`src/hw/pmt_pkg.sv`:
```
package pmt_pkg;

	// -----------------------------------------------------------------
	// bus addresses and command codes
	// -----------------------------------------------------------------
	localparam logic [6:0] ADDR_BASE = 7'h10;
	localparam logic [6:0] ARA_ADDR = 7'h0C;
	localparam int STRAP_W = 5;
	localparam logic [7:0] CMD_STORE_ALL = 8'h15;
	localparam logic [7:0] CRC_POLY = 8'h07;
	localparam logic [7:0] CRC_INIT = 8'h00;
	localparam logic [7:0] IDLE_FILL = 8'hFF;

	// -----------------------------------------------------------------
	// bit positions inside one byte slot (counted on bus clock rises)
	// -----------------------------------------------------------------
	localparam logic [3:0] BIT_LSB_NEXT = 4'h7;
	localparam logic [3:0] BIT_ACK = 4'h8;
	localparam logic [3:0] BIT_DONE = 4'h9;
	localparam logic [1:0] BLOCK_STRIDE_LAST = 2'h3;
	localparam logic [7:0] BLOCK_MIN_LEN = 8'h04;
	localparam logic [1:0] STRAP_SETTLE = 2'h3;

	// -----------------------------------------------------------------
	// timing
	// -----------------------------------------------------------------
	localparam int CLK_MHZ = 125;
	localparam int STRETCH_NS = 400;
	localparam int STRETCH_CYC = (STRETCH_NS * CLK_MHZ + 999) / 1000;
	localparam int HOLD_W = 8;

	// -----------------------------------------------------------------
	// transaction states, gray along idle-addr-cmd-wdata-rdata
	// -----------------------------------------------------------------
	typedef enum logic [2:0] {
		ST_IDLE = 3'h0,
		ST_ADDR = 3'h1,
		ST_CMD = 3'h3,
		ST_WDATA = 3'h2,
		ST_RDATA = 3'h6,
		ST_IGNORE = 3'h4
	} pmt_state_t;

endpackage

```
`src/hw/pmt_byte_if.sv`:
```
`timescale 1ns/100ps

// -----------------------------------------------------------------
// byte stream into the checksum unit
// -----------------------------------------------------------------
interface pmt_byte_if;
	logic clr;
	logic vld;
	logic [7:0] data;
	logic [7:0] crc;

	modport source (output clr, output vld, output data, input crc);
	modport crc_unit (input clr, input vld, input data, output crc);
endinterface

```
`src/hw/pmt_pec_crc.sv`:
```
`timescale 1ns/100ps

module pmt_pec_crc (
	input wire logic clk,
	input wire logic rst,
	input wire logic ce,
	pmt_byte_if.crc_unit bif
);

	logic [7:0] crc_q;
	logic [7:0] crc_d;

	// -----------------------------------------------------------------
	// crc-8 over one byte, msb first
	// -----------------------------------------------------------------
	always_comb begin
		crc_d = crc_q ^ bif.data;
		for (int i = 0; i < 8; i++) begin
			crc_d = crc_d[7] ? ({crc_d[6:0], 1'b0} ^ pmt_pkg::CRC_POLY) : {crc_d[6:0], 1'b0};
		end
	end

	// clear wins over a byte in the same cycle
	always_ff @(posedge clk) begin
		if (rst) begin
			crc_q <= pmt_pkg::CRC_INIT;
		end else if (ce) begin
			if (bif.clr) begin
				crc_q <= pmt_pkg::CRC_INIT;
			end else if (bif.vld) begin
				crc_q <= crc_d;
			end
		end
	end

	assign bif.crc = crc_q;

endmodule

```
`src/hw/pmt_target.sv`:
```
// Notes on behaviour
// - Bus timing works at 100 kHz, 400 kHz and 1 MHz; host picks any.
// - Never hold the bus clock low during the target address byte.
// - May hold clock low after command byte bit 0, before its acknowledge.
// - Hold clock low after bit 0 of the repeated read address (held only for nonzero CMD_LEN, until read data is ready).
// - Hold clock low between bit 0 of the final data byte and its acknowledge.
// - Blocks over four bytes: may hold between bit 1 and 0 of every fourth byte.
// - Checksum counts only if host clocks the extra byte before stop.
// - With require-checksum set, reject writes that end without checksum byte.
// - While alerting, acknowledge alert response read and return own address.
// - After alert response, reassert alert if a non-communication fault persists.
// - Settings stay volatile; stored to non-volatile memory only by store-all command.
// - Default source select picks strap values or non-volatile memory at power-on.
// - Bus address comes from address strap: 32 addresses, 0x10 to 0x2F.
// - Programming mode answers bus commands while switching stays disabled.
`timescale 1ns/100ps

module pmt_target #(
	parameter int HOLD_CYC = pmt_pkg::STRETCH_CYC
) (
	input wire logic SYS_CLK,
	input wire logic RST,
	input wire logic CLK_EN,
	input wire logic BUS_CLOCK_PIN_I,
	output logic BUS_CLOCK_PIN_O,
	output logic BUS_CLOCK_PIN_OE,
	input wire logic BUS_DATA_PIN_I,
	output logic BUS_DATA_PIN_O,
	output logic BUS_DATA_PIN_OE,
	output logic ALERT_OUTPUT_PIN_O,
	output logic ALERT_OUTPUT_PIN_OE,
	input wire logic [4:0] ADDRESS_STRAP_PIN,
	input wire logic CONTROL_INPUT_SUPPLY_OK,
	input wire logic POWER_INPUT_SUPPLY_OK,
	input wire logic REQUIRE_PEC,
	input wire logic DEFAULT_SOURCE_SELECT,
	input wire logic ALERT_PENDING,
	input wire logic FAULT_PERSIST,
	input wire logic SWITCH_REQ,
	input wire logic [7:0] CMD_LEN,
	input wire logic RD_READY,
	input wire logic [7:0] RD_DATA,
	output logic [7:0] CMD_CODE,
	output logic WR_STROBE,
	output logic [7:0] WR_DATA,
	output logic [7:0] WR_INDEX,
	output logic WR_DONE,
	output logic WR_REJECT,
	output logic RD_REQ,
	output logic [7:0] RD_INDEX,
	output logic STORE_REQ,
	output logic [6:0] BUS_ADDRESS,
	output logic DEFAULTS_FROM_NVM,
	output logic DEFAULTS_LOAD,
	output logic PROGRAMMING_MODE,
	output logic SWITCH_ENABLE
);

	// -----------------------------------------------------------------
	// pin synchronisers
	// -----------------------------------------------------------------
	logic scl_m_q, scl_s_q, scl_p_q;
	logic sda_m_q, sda_s_q, sda_p_q;
	logic [4:0] strap_m_q, strap_s_q;
	logic [1:0] sup_m_q, sup_s_q;

	// two flops per pin, then a history flop on the bus clock and data pins for edge finding
	always_ff @(posedge SYS_CLK) begin
		if (RST) begin
			{scl_m_q, scl_s_q, scl_p_q} <= 3'h7;
			{sda_m_q, sda_s_q, sda_p_q} <= 3'h7;
			strap_m_q <= 5'h00;
			strap_s_q <= 5'h00;
			sup_m_q <= 2'h0;
			sup_s_q <= 2'h0;
		end else if (CLK_EN) begin
			{scl_m_q, scl_s_q, scl_p_q} <= {BUS_CLOCK_PIN_I, scl_m_q, scl_s_q};
			{sda_m_q, sda_s_q, sda_p_q} <= {BUS_DATA_PIN_I, sda_m_q, sda_s_q};
			strap_m_q <= ADDRESS_STRAP_PIN;
			strap_s_q <= strap_m_q;
			sup_m_q <= {POWER_INPUT_SUPPLY_OK, CONTROL_INPUT_SUPPLY_OK};
			sup_s_q <= sup_m_q;
		end
	end

	// -----------------------------------------------------------------
	// state
	// -----------------------------------------------------------------
	pmt_pkg::pmt_state_t st_q;
	logic [3:0] bit_cnt_q;
	logic [7:0] sh_q, tx_q, nxt_q, idx_q, cmd_q;
	logic [7:0] wr_dat_q, wr_idx_q, rd_idx_q, crc_dat_q;
	logic [pmt_pkg::HOLD_W-1:0] hold_cnt_q;
	logic had_cmd_q, ara_q, nack_q, wait_rd_q, sda_oe_q, scl_oe_q;
	logic nxt_ok_q, rd_pend_q, crc_vld_q, crc_clr_q;
	logic wr_stb_q, done_q, rej_q, store_q, rd_req_q, ara_srv_q;
	logic served_q, alert_q, prog_q, sw_en_q, nvm_q, load_q, strap_done_q;
	logic [1:0] strap_cnt_q;
	logic [6:0] own_addr_q;

	pmt_byte_if crc_bus ();

	// -----------------------------------------------------------------
	// bus event decode, sampled at 125 per bit even at 1 MHz
	// -----------------------------------------------------------------
	wire scl_rise = scl_s_q & ~scl_p_q;
	wire scl_fall = ~scl_s_q & scl_p_q;
	wire start_det = scl_s_q & scl_p_q & sda_p_q & ~sda_s_q;
	wire stop_det = scl_s_q & scl_p_q & ~sda_p_q & sda_s_q;
	wire active = (st_q != pmt_pkg::ST_IDLE) && (st_q != pmt_pkg::ST_IGNORE);
	wire byte_done = scl_fall && active && (bit_cnt_q == pmt_pkg::BIT_ACK);
	wire ack_done = scl_fall && active && (bit_cnt_q == pmt_pkg::BIT_DONE);
	wire bit_fall = scl_fall && active && (bit_cnt_q < pmt_pkg::BIT_ACK);
	wire addr_me = sh_q[7:1] == own_addr_q;
	wire addr_ara = (sh_q[7:1] == pmt_pkg::ARA_ADDR) && alert_q;
	wire block_mid = (st_q == pmt_pkg::ST_WDATA) && (idx_q[1:0] == pmt_pkg::BLOCK_STRIDE_LAST)
		&& (CMD_LEN > pmt_pkg::BLOCK_MIN_LEN);

	// -----------------------------------------------------------------
	// checksum presence at stop and next byte to send
	// -----------------------------------------------------------------
	wire n_pec = {1'b0, idx_q} == ({1'b0, CMD_LEN} + 9'h001);
	wire n_plain = idx_q == CMD_LEN;
	wire pec_good = crc_bus.crc == pmt_pkg::CRC_INIT;
	wire commit_ok = (n_pec && pec_good) || (n_plain && !REQUIRE_PEC);
	wire wr_end = stop_det && (st_q == pmt_pkg::ST_WDATA);
	wire [7:0] data_src = (idx_q == CMD_LEN) ? crc_bus.crc :
		((idx_q < CMD_LEN) && nxt_ok_q) ? nxt_q : pmt_pkg::IDLE_FILL;
	wire [7:0] ara_src = (idx_q == 8'h00) ? {own_addr_q, 1'b0} : pmt_pkg::IDLE_FILL;
	wire [7:0] tx_src = ara_q ? ara_src : data_src;
	wire load_tx = ack_done && (st_q == pmt_pkg::ST_RDATA) && !nack_q;
	wire [7:0] idx_inc = idx_q + 8'h01;
	wire pref_req = !ara_q && (idx_inc < CMD_LEN);

	// -----------------------------------------------------------------
	// transaction engine
	// -----------------------------------------------------------------
	always_ff @(posedge SYS_CLK) begin
		if (RST) begin
			st_q <= pmt_pkg::ST_IDLE;
			bit_cnt_q <= 4'h0;
			{sh_q, tx_q, idx_q, cmd_q} <= 32'h0000_0000;
			{wr_dat_q, wr_idx_q, rd_idx_q, crc_dat_q} <= 32'h0000_0000;
			hold_cnt_q <= '0;
			{had_cmd_q, ara_q, nack_q, wait_rd_q, sda_oe_q} <= 5'h00;
			{crc_vld_q, crc_clr_q, wr_stb_q, done_q, rej_q} <= 5'h00;
			{store_q, rd_req_q, ara_srv_q} <= 3'h0;
		end else if (CLK_EN) begin
			{crc_vld_q, crc_clr_q, wr_stb_q, done_q, rej_q} <= 5'h00;
			{store_q, rd_req_q, ara_srv_q} <= 3'h0;
			if (hold_cnt_q != '0) begin
				hold_cnt_q <= hold_cnt_q - 1'b1;
			end
			if (wait_rd_q && nxt_ok_q) begin
				wait_rd_q <= 1'b0;
			end
			if (start_det) begin
				st_q <= pmt_pkg::ST_ADDR;
				bit_cnt_q <= 4'h0;
				sda_oe_q <= 1'b0;
				crc_clr_q <= !had_cmd_q;
			end else if (stop_det) begin
				st_q <= pmt_pkg::ST_IDLE;
				had_cmd_q <= 1'b0;
				sda_oe_q <= 1'b0;
				done_q <= wr_end && commit_ok;
				rej_q <= wr_end && !commit_ok;
				store_q <= wr_end && commit_ok && (cmd_q == pmt_pkg::CMD_STORE_ALL);
			end else if (scl_rise && active && (bit_cnt_q < pmt_pkg::BIT_DONE)) begin
				bit_cnt_q <= bit_cnt_q + 4'h1;
				if (bit_cnt_q < pmt_pkg::BIT_ACK) begin
					sh_q <= {sh_q[6:0], sda_s_q};
				end else begin
					nack_q <= sda_s_q;
				end
			end else if (byte_done) begin
				case (st_q)
					pmt_pkg::ST_ADDR: begin
						crc_vld_q <= 1'b1;
						crc_dat_q <= sh_q;
						ara_q <= sh_q[0] && addr_ara;
						idx_q <= 8'h00;
						if (sh_q[0] && addr_ara) begin
							sda_oe_q <= 1'b1;
							st_q <= pmt_pkg::ST_RDATA;
						end else if (sh_q[0] && addr_me && had_cmd_q) begin
							sda_oe_q <= 1'b1;
							st_q <= pmt_pkg::ST_RDATA;
							wait_rd_q <= CMD_LEN != 8'h00;
							rd_req_q <= CMD_LEN != 8'h00;
							rd_idx_q <= 8'h00;
						end else if (!sh_q[0] && addr_me) begin
							sda_oe_q <= 1'b1; // no hold here
							st_q <= pmt_pkg::ST_CMD;
						end else begin
							st_q <= pmt_pkg::ST_IGNORE;
						end
					end
					pmt_pkg::ST_CMD: begin
						crc_vld_q <= 1'b1;
						crc_dat_q <= sh_q;
						cmd_q <= sh_q;
						had_cmd_q <= 1'b1;
						idx_q <= 8'h00;
						sda_oe_q <= 1'b1;
						hold_cnt_q <= pmt_pkg::HOLD_W'(HOLD_CYC);
						st_q <= pmt_pkg::ST_WDATA;
					end
					pmt_pkg::ST_WDATA: begin
						crc_vld_q <= 1'b1;
						crc_dat_q <= sh_q;
						wr_stb_q <= 1'b1;
						wr_dat_q <= sh_q;
						wr_idx_q <= idx_q;
						idx_q <= idx_inc;
						sda_oe_q <= 1'b1;
						hold_cnt_q <= pmt_pkg::HOLD_W'(HOLD_CYC);
					end
					pmt_pkg::ST_RDATA: begin
						sda_oe_q <= 1'b0;
						ara_srv_q <= ara_q;
					end
					default: begin
						sda_oe_q <= 1'b0;
					end
				endcase
			end else if (ack_done) begin
				bit_cnt_q <= 4'h0;
				if (load_tx) begin
					tx_q <= tx_src;
					sda_oe_q <= !tx_src[7];
					crc_vld_q <= 1'b1;
					crc_dat_q <= tx_src;
					idx_q <= idx_inc;
					rd_req_q <= pref_req;
					rd_idx_q <= idx_inc;
				end else if (st_q == pmt_pkg::ST_RDATA) begin
					sda_oe_q <= 1'b0;
					st_q <= pmt_pkg::ST_IGNORE;
				end else begin
					sda_oe_q <= 1'b0;
				end
			end else if (bit_fall) begin
				if (st_q == pmt_pkg::ST_RDATA) begin
					sda_oe_q <= !tx_q[3'(4'h7 - bit_cnt_q)];
				end
				if (block_mid && (bit_cnt_q == pmt_pkg::BIT_LSB_NEXT)) begin
					hold_cnt_q <= pmt_pkg::HOLD_W'(HOLD_CYC);
				end
			end
		end
	end

	// -----------------------------------------------------------------
	// read data prefetch and clock hold
	// -----------------------------------------------------------------
	always_ff @(posedge SYS_CLK) begin
		if (RST) begin
			nxt_q <= 8'h00;
			nxt_ok_q <= 1'b0;
			rd_pend_q <= 1'b0;
			scl_oe_q <= 1'b0;
		end else if (CLK_EN) begin
			rd_pend_q <= rd_req_q || (rd_pend_q && !RD_READY);
			if (rd_pend_q && RD_READY) begin
				nxt_q <= RD_DATA;
				nxt_ok_q <= 1'b1;
			end else if (load_tx || start_det) begin
				nxt_ok_q <= 1'b0;
			end
			scl_oe_q <= (hold_cnt_q != '0) || wait_rd_q;
		end
	end

	// -----------------------------------------------------------------
	// alert line, response handshake sets served, set wins over clear
	// -----------------------------------------------------------------
	always_ff @(posedge SYS_CLK) begin
		if (RST) begin
			served_q <= 1'b0;
			alert_q <= 1'b0;
		end else if (CLK_EN) begin
			served_q <= ara_srv_q || (served_q && ALERT_PENDING);
			alert_q <= ALERT_PENDING && (!served_q || FAULT_PERSIST);
		end
	end

	// -----------------------------------------------------------------
	// strap capture after reset, defaults source, supply modes
	// -----------------------------------------------------------------
	always_ff @(posedge SYS_CLK) begin
		if (RST) begin
			strap_cnt_q <= 2'h0;
			strap_done_q <= 1'b0;
			own_addr_q <= pmt_pkg::ADDR_BASE;
			nvm_q <= 1'b0;
			load_q <= 1'b0;
			prog_q <= 1'b0;
			sw_en_q <= 1'b0;
		end else if (CLK_EN) begin
			load_q <= 1'b0;
			if (!strap_done_q) begin
				strap_cnt_q <= strap_cnt_q + 2'h1;
				if (strap_cnt_q == pmt_pkg::STRAP_SETTLE) begin
					own_addr_q <= pmt_pkg::ADDR_BASE + {2'b00, strap_s_q};
					nvm_q <= DEFAULT_SOURCE_SELECT;
					load_q <= 1'b1;
					strap_done_q <= 1'b1;
				end
			end
			prog_q <= sup_s_q[0] && !sup_s_q[1];
			sw_en_q <= SWITCH_REQ && sup_s_q[0] && sup_s_q[1];
		end
	end

	// -----------------------------------------------------------------
	// checksum unit and outputs
	// -----------------------------------------------------------------
	assign crc_bus.clr = crc_clr_q;
	assign crc_bus.vld = crc_vld_q;
	assign crc_bus.data = crc_dat_q;

	pmt_pec_crc u_crc (
		.clk(SYS_CLK),
		.rst(RST),
		.ce(CLK_EN),
		.bif(crc_bus)
	);

	assign BUS_CLOCK_PIN_O = 1'b0;
	assign BUS_CLOCK_PIN_OE = scl_oe_q;
	assign BUS_DATA_PIN_O = 1'b0;
	assign BUS_DATA_PIN_OE = sda_oe_q;
	assign ALERT_OUTPUT_PIN_O = 1'b0;
	assign ALERT_OUTPUT_PIN_OE = alert_q;
	assign CMD_CODE = cmd_q;
	assign WR_STROBE = wr_stb_q;
	assign WR_DATA = wr_dat_q;
	assign WR_INDEX = wr_idx_q;
	assign WR_DONE = done_q;
	assign WR_REJECT = rej_q;
	assign RD_REQ = rd_req_q;
	assign RD_INDEX = rd_idx_q;
	assign STORE_REQ = store_q;
	assign BUS_ADDRESS = own_addr_q;
	assign DEFAULTS_FROM_NVM = nvm_q;
	assign DEFAULTS_LOAD = load_q;
	assign PROGRAMMING_MODE = prog_q;
	assign SWITCH_ENABLE = sw_en_q;
endmodule

```
`config.mk`:
```
export PLATFORM = sky130hd
export DESIGN_NAME = pmt_target
export DESIGN_NICKNAME = d
export VERILOG_FILES = /design/src/hw/pmt_pkg.sv /design/src/hw/pmt_byte_if.sv /design/src/hw/pmt_pec_crc.sv /design/src/hw/pmt_target.sv
export SDC_FILE = /design/constraint.sdc
export NUM_CORES = 1
export LEC_CHECK = 0
export BUFFER_PORTS_ARGS = -buffer_cell sky130_fd_sc_hd__buf_2
export CAP_MARGIN = 10
export CORE_MARGIN = 10
export CORE_UTILIZATION = 50
export CTS_CLUSTER_SIZE = 30
export DETAILED_ROUTE_END_ITERATION = 16
export PLACE_DENSITY = 0.7
export SLEW_MARGIN = 20
export SYNTH_ARGS = -nofsm -noshare
export SYNTH_HDL_FRONTEND = slang
export SYNTH_SLANG_ARGS = --single-unit
export TNS_END_PERCENT = 5
```
`constraint.sdc`:
```
create_clock -name SYS_CLK -period 4 [get_ports SYS_CLK]
set_clock_uncertainty 0.1 [all_clocks]
set_input_delay 0.8 -clock SYS_CLK [delete_from_list [all_inputs] [get_ports SYS_CLK]]
set_output_delay 0.8 -clock SYS_CLK [all_outputs]
set_load 0.1 [all_outputs]
```
==> results.md, run 1 <==
- Slew @ Worst Pin: 0.9053 ns
- Rel. slew slack: 38.85%
- Int Pwr: 0.002705 W
- Power Density: approximately 440 nW/um^2
- Die Y: between 100 and 150 um
- Maximum clock rate: 314.1 MHz
- Post-DR wirelength/cell: 17.02 um
- Post-CTS Hold Buffers: 0
- Row count: 43
- Clock sinks: 146
- TritonRoute pass-1 iters: 5
- Initial antenna violation count: 0
- Crit. End Element: flop
- Number of synthesized flops with an enable pin: 0
- Met3 GRT Util: 5.037%
- Post-Synthesis Cells: 864
- M1 GR Usage: 25.63%
- Seq cells post-synth: 146
- Total wire length: between 15 and 20 mm
- Warnings, synthesis: 0
- Clock Power Share: 45.4%
- Via/cell ratio: 5.678
- NetSw: 0.0009541 W
- Starting DRT DRC Count: 519
- Vias in the first global route: about 6200
- I/O Pins: around 90
- Post-layout minimum cycle time: 3.184 ns
- CTS HTree Levels: 4
- Dpl cell area: 7782 um^2
- Total gr overflow: 0
- TritonCTS clock tree: built
- Crit Path Category: reg2reg
- Outcome: finished, final reports clean
- Hold crit path type: reg2reg
- Sequential-to-total area share from yosys stat: 40.35%
- Worst path arrival time: 3.43 ns
- Core box area: 14040 um^2
- Sequential share of power: a little over two fifths
- Tcrit/Tclk final: about four fifths
- Synth async-reset ratio: 0%
- Unrepaired setup endpoints after global routing: false
- Post-Syn Area per Cell: ~8.4 um^2
- Setup TNS Final: 0 ns
- Main synth FF type: dfxtp_1
- Post-CTS sizing: 0
- Via count: ~6400
- Comb power frac: 12.1%
- Req. time, crit path: 4.25 ns
- Top cells by count, synth: dfxtp_1 (146), nor2_1 (116), nand2_1 (90)
- Die X: 140.4 um
- CTS buffer count: 17
- Top-area cell type share of the netlist area: about two fifths
- Switching share of power: about a quarter
- Maximum VDD drop: 0.0002770 V
- Cell area after layout: 8403 um^2
- Synth Cell Area: 7243 um^2
- Remaining antenna violation count: 0
- Max Cap Violations: 0
- Area Growth Syn to Fin: 16.01%
- CP delay by family, top: simple AND/OR/NAND/NOR gates
- CP Cell Sequence: nor2_2, or4_1, or3_4, nor4_4, o21ai_2, or3b_1, a21oi_1
- Slowest cell on the critical path: or4_1
- Most common cell in the netlist: dfxtp_1
- Largest cells by area after synthesis: dfxtp_1 (40%), mux2i_1 (7.6%), nor2_1 (6.0%)
- Ratio of cells with drive above 1 in the final layout: 14.95%
- Crit path max fanout: 15
- Slowest stage delay, CP: around 0.83 ns
- DPL Wire Length: 13.83 mm
- Fin nets: 991
- Busiest grt layer: met2
- CP bufs+invs: 0
- Setup crit start kind: flop
- Root buffer cell: clkbuf_16
- Final hold violations: 0
- Clock-pin slew on the worst setup and hold paths: 0.06 ns
- Antenna Cells: 0
- Layout filler cell count: 1278
- Leakage power: 3.597 nW
- Max Buffers Root-to-Sink: 2
- Synth area leader: dfxtp_1
- PortBufs: 83
- Residual DRC count: 0
- Synth unique cells: 67
- Post-CTS Setup Inserts: 0
- RePlAce Congestion: 0.9628
- Die area: 19700 um^2
- Met2 usage: 29.56%
- Initial Utilization: between 50% and 60%
- Largest net degree at the start of global routing: 52
- First-pass GRT wire length: approximately 32 mm
- Fin. max-slew vios: 0
- # setup viols final: 0
- Clk Latency, worst-skew pair: 0.42 ns
- All-Layer GR Usage: 19.29%
## tightest hold or removal path, stage by stage, from the launching register on
cell     delay (ns)
dfxtp_1        0.30
nand2_1        0.05
a21oi_1        0.05
## placed cells by master (no fill, tap or decap), types with 4 or more instances in the layout
cell type / synthesis / final
a211oi_1: 10 / 10
a21o_1: 4 / 4
a21oi_1: 83 / 83
a221oi_1: 4 / 4
a22oi_1: 11 / 11
and2_1: 4 / 4
and3_1: 6 / 6
buf_2: 4 / 82
buf_4: 4 / 14
clkbuf_16: 0 / 17
clkinv_4: 0 / 4
conb_1: 1 / 4
dfxtp_1: 146 / 146
ha_1: 26 / 26
inv_1: 30 / 30
mux2i_1: 55 / 55
nand2_1: 90 / 90
nand2b_1: 10 / 10
nand3_1: 25 / 25
nand3b_1: 6 / 6
nand4_1: 8 / 8
nor2_1: 116 / 116
nor2b_1: 8 / 8
nor3_1: 19 / 19
nor3b_1: 5 / 5
nor4_1: 6 / 5
o21ai_0: 26 / 26
o22ai_1: 6 / 6
or3_1: 6 / 6
or4_1: 4 / 4
xnor2_1: 34 / 34
xor2_1: 11 / 11
## power by group through the flow
stage                     Combinational, W  Sequential, W  Clock (W)
final                             0.000442        0.00155    0.00166
after global routing              0.000509        0.00156    0.00175
after CTS                         0.000441        0.00155    0.00169
after detailed placement          0.000438        0.00159          0
after global placement            0.000437        0.00159          0
after floorplan                   0.000319        0.00161          0
## flip-flops by register name (all words and copies together) (netlist names), 3 cells and up
name / cells
BUS_ADDRESS: 6
CMD_CODE: 8
RD_INDEX: 8
WR_DATA: 8
WR_INDEX: 8
bit_cnt_q: 4
crc_bus.data: 8
hold_cnt_q: 8
idx_q: 8
nxt_q: 8
sh_q: 8
st_q: 3
strap_m_q: 5
strap_s_q: 5
tx_q: 8
u_crc.bif.crc: 8
## layout make-up
| cell class | instances | area (um^2) | share of cell area, % |
|---|---|---|---|
| clock inverters | 10 | 150.1 | 1.787 |
| inverters | 32 | 120.1 | 1.429 |
| well taps | 180 | 225.2 | 2.680 |
| multi-input cells | 638 | 3999 | 47.59 |
| flip-flops and latches | 146 | 2923 | 34.78 |
| clock buffers | 21 | 470.5 | 5.599 |
| repair buffers | 96 | 515.5 | 6.135 |
## metrics by stage
stage / setup WS (ns) / utilization, % / hold WS [ns] / power, W / std cells
4_1_cts: 0.8485 / 59.84 / 0.3488 / 0.003681 / 1123
6_report: 0.8159 / 59.84 / 0.3482 / 0.003659 / 1123
3_5_place_dp: 0.8559 / 55.42 / 0.3428 / 0.002024 / 1092
5_1_grt: 0.6397 / 59.84 / 0.3715 / 0.003821 / 1123
3_3_place_gp: 0.9191 / 55.42 / 0.3406 / 0.002023 / 1092
2_1_floorplan: 1.249 / - / 0.3323 / 0.001926 / 867
## metal layers
metal | vias up | routed length [um]
li1 | 3137 | -
met1 | 2942 | 8746
met2 | 257 | 8522
met3 | 40 | 1349
met4 | 0 | 489
met5 | - | 0
## final timing paths
| path | startpoint | endpoint | slack (ns) | depth (start not counted) |
|---|---|---|---|---|
| setup / recovery | st_q[1] | RD_INDEX[5] | 0.82 | 7 |
| hold / removal | RD_INDEX[7] | RD_INDEX[7] | 0.35 | 2 |
| setup reg to reg | st_q[1] | RD_INDEX[5] | 0.82 | 7 |
| hold reg to reg | RD_INDEX[7] | RD_INDEX[7] | 0.35 | 2 |
## cell families after synthesis
group           after synthesis  synth area share [%]
flops                       146                 40.35
mux                          57                 8.222
buf+inv                      83                 4.681
other cells                   1               0.05177
fa+ha+maj                    26                 4.491
simple gates                330                 21.65
xor+xnor                     47                 6.063
compound gates              174                 14.49
Note: power is estimated with default switching activity, not from simulation.
==> inputs of run 2 (changes only) <==
Settings changed: PLACE_DENSITY 0.7 to 0.73.
Clock period 4 ns to 2.7 ns, I/O delays scaled along.
==> run 2 against run 1 <==
- sequential cell count unchanged
- count of clock-buffer cells in the layout decreased by 3
- die area unchanged
- final cell count increased by 3.7%
- register-to-register slack got worse by 0.72 ns
- sequential share of layout area decreased by 1.4 points
- combinational power increased by 55%
- core utilization increased by 2.5 points
- critical path depth unchanged
- clock power increased by 51%
- first-iteration DRC count increased by 27%
- largest power group unchanged
- highest routed layer unchanged
==> results.md, run 2 (synthesis results as in run 1) <==
- Outcome: finished, final reports clean
- Total wire length: between 15 and 20 mm
- Post-layout minimum cycle time: 2.602 ns
- # setup viols final: 0
- Reg2Reg Launch Point: bit_cnt_q[2]
- Largest net degree at the start of global routing: 102
- Post-CTS Setup Inserts: 0
- First-pass GRT wire length: 31.02 mm
- CTS buffer count: 17
- Busiest grt layer: met2
- Area Growth Syn to Fin: 20.80%
- Clock-pin slew on the worst setup and hold paths: 0.06 ns
- I/O Pins: 88
- Max Cap Violations: 0
- TritonCTS clock tree: built
- M1 GR Usage: 24.14%
- Die area: 19700 um^2
- Met3 GRT Util: 3.820%
- Maximum clock rate: 384.3 MHz
- Maximum VDD drop: 0.0005329 V
- Hold Path Origin: BUS_DATA_PIN_I
- CP Launch Point: bit_cnt_q[2]
- Fin nets: approximately 1000
- Most frequent cells in the layout: dfxtp_1 (146), nor2_1 (115), nand2_1 (90), a21oi_1 (83), buf_2 (82)
- Row count: 43
- Slew @ Worst Pin: about 0.74 ns
- Crit Path Category: reg2reg
- Worst path arrival time: between 2 and 3 ns
- CTS HTree Levels: 4
- Clk Latency, worst-skew pair: 0.42 ns
- Tcrit/Tclk final: 96.39%
- Setup crit start kind: flop
- Clock sinks: ~150
- Core box area: roughly 14000 um^2
- Total gr overflow: 0
- Hold crit path type: in2reg
- DPL Wire Length: 14.02 mm
- FF+latch area: 2923 um^2
- TritonRoute pass-1 iters: 5
- Residual DRC count: 0
- Post-DR wirelength/cell: 16.76 um
- Layout filler cell count: 1208
- Die Y: 140.4 um
- Initial Utilization: about half
- Antenna Cells: 0
- Crit. End Element: flop
- All-Layer GR Usage: 18.94%
- RePlAce Congestion: slightly above 1
- Max Buffers Root-to-Sink: 2
- Crit path max fanout: 7
- PortBufs: 83
- Met2 usage: a little under a third
- Final hold violations: 0
- Via count: 6542
- Commonest non-fill, non-tap cell in the layout: dfxtp_1
- Via/cell ratio: 5.620
- Ratio of cells with drive above 1 in the final layout: 19.11%
- Power Density: 628.7 nW/um^2
- Remaining antenna violation count: 0
- Die X: ~140 um
- Root buffer cell: clkbuf_16
- Rel. slew slack: 50.22%
- Initial antenna violation count: 0
- Starting DRT DRC Count: 661
- Design Power: 0.005501 W
- Leakage power: 3.807 nW
- Fin. max-slew vios: 0
- Fin Hold WS: roughly 0.24 ns
- Area of the multi-input gates: 4021 um^2
- Req. time, crit path: 2.96 ns
- Vias in the first global route: between 6000 and 7000
- Unrepaired setup endpoints after global routing: true
[run 2: per-layer routing]
layer  vias to the layer above  part of all wire, %
met5                         -                    0
met4                         0                  2.5
met3                        42                  5.7
met2                       224                   47
met1                      3052                   45
li1                       3224                    -
[run 2: path summary, 6_finish.rpt]
check	end	slack (ns)	cells past startpoint
min reg2reg	RD_INDEX[6]	0.35	2
max	RD_INDEX[5]	0.1	7
max reg2reg	RD_INDEX[5]	0.1	7
min	sda_m_q	0.24	3
[run 2: timing repair]
item / CTS / global route
setup endpoints to repair: 0 / 21
hold buffers: 0 / 0
resized for setup: 0 / 7
[run 2: layout make-up]
class                   instances  share of cell area (%)
clock buffers                  18                   5.019
clock inverters                14                   2.159
inverters                      32                   1.373
multi-input cells             638                   45.96
flip-flops and latches        146                   33.40
well taps                     180                   2.574
repair buffers                136                   9.510
[run 2: worst max-delay path, stage by stage (launching register included)]
cell	delay, ns
dfxtp_1	0.31
nand2b_1	0.18
or4_1	0.52
or3_4	0.43
nor4_4	0.33
o21ai_2	0.15
or3b_1	0.39
a21oi_1	0.13
[run 2: per-stage QoR]
stage	worst slack [ns]	cell area (um^2)	util, %	setup TNS (ns)	cells
final	0.09760	8750	62.31	0	1164
after global placement	0.08693	8100	57.69	0	1132
after floorplan	-0.005834	7259	-	-0.005834	867
after global routing	-0.01091	8750	62.31	-0.01091	1164
after detailed placement	0.04514	8100	57.69	0	1132
after CTS	0.08196	8728	62.16	0	1164
[run 2: where the power goes]
part           switching [W]  internal [W]  total [W]
sequential         0.0000698       0.00223    0.00230
clock                0.00101       0.00151    0.00251
combinational       0.000423      0.000262   0.000686
total                0.00150       0.00400    0.00550
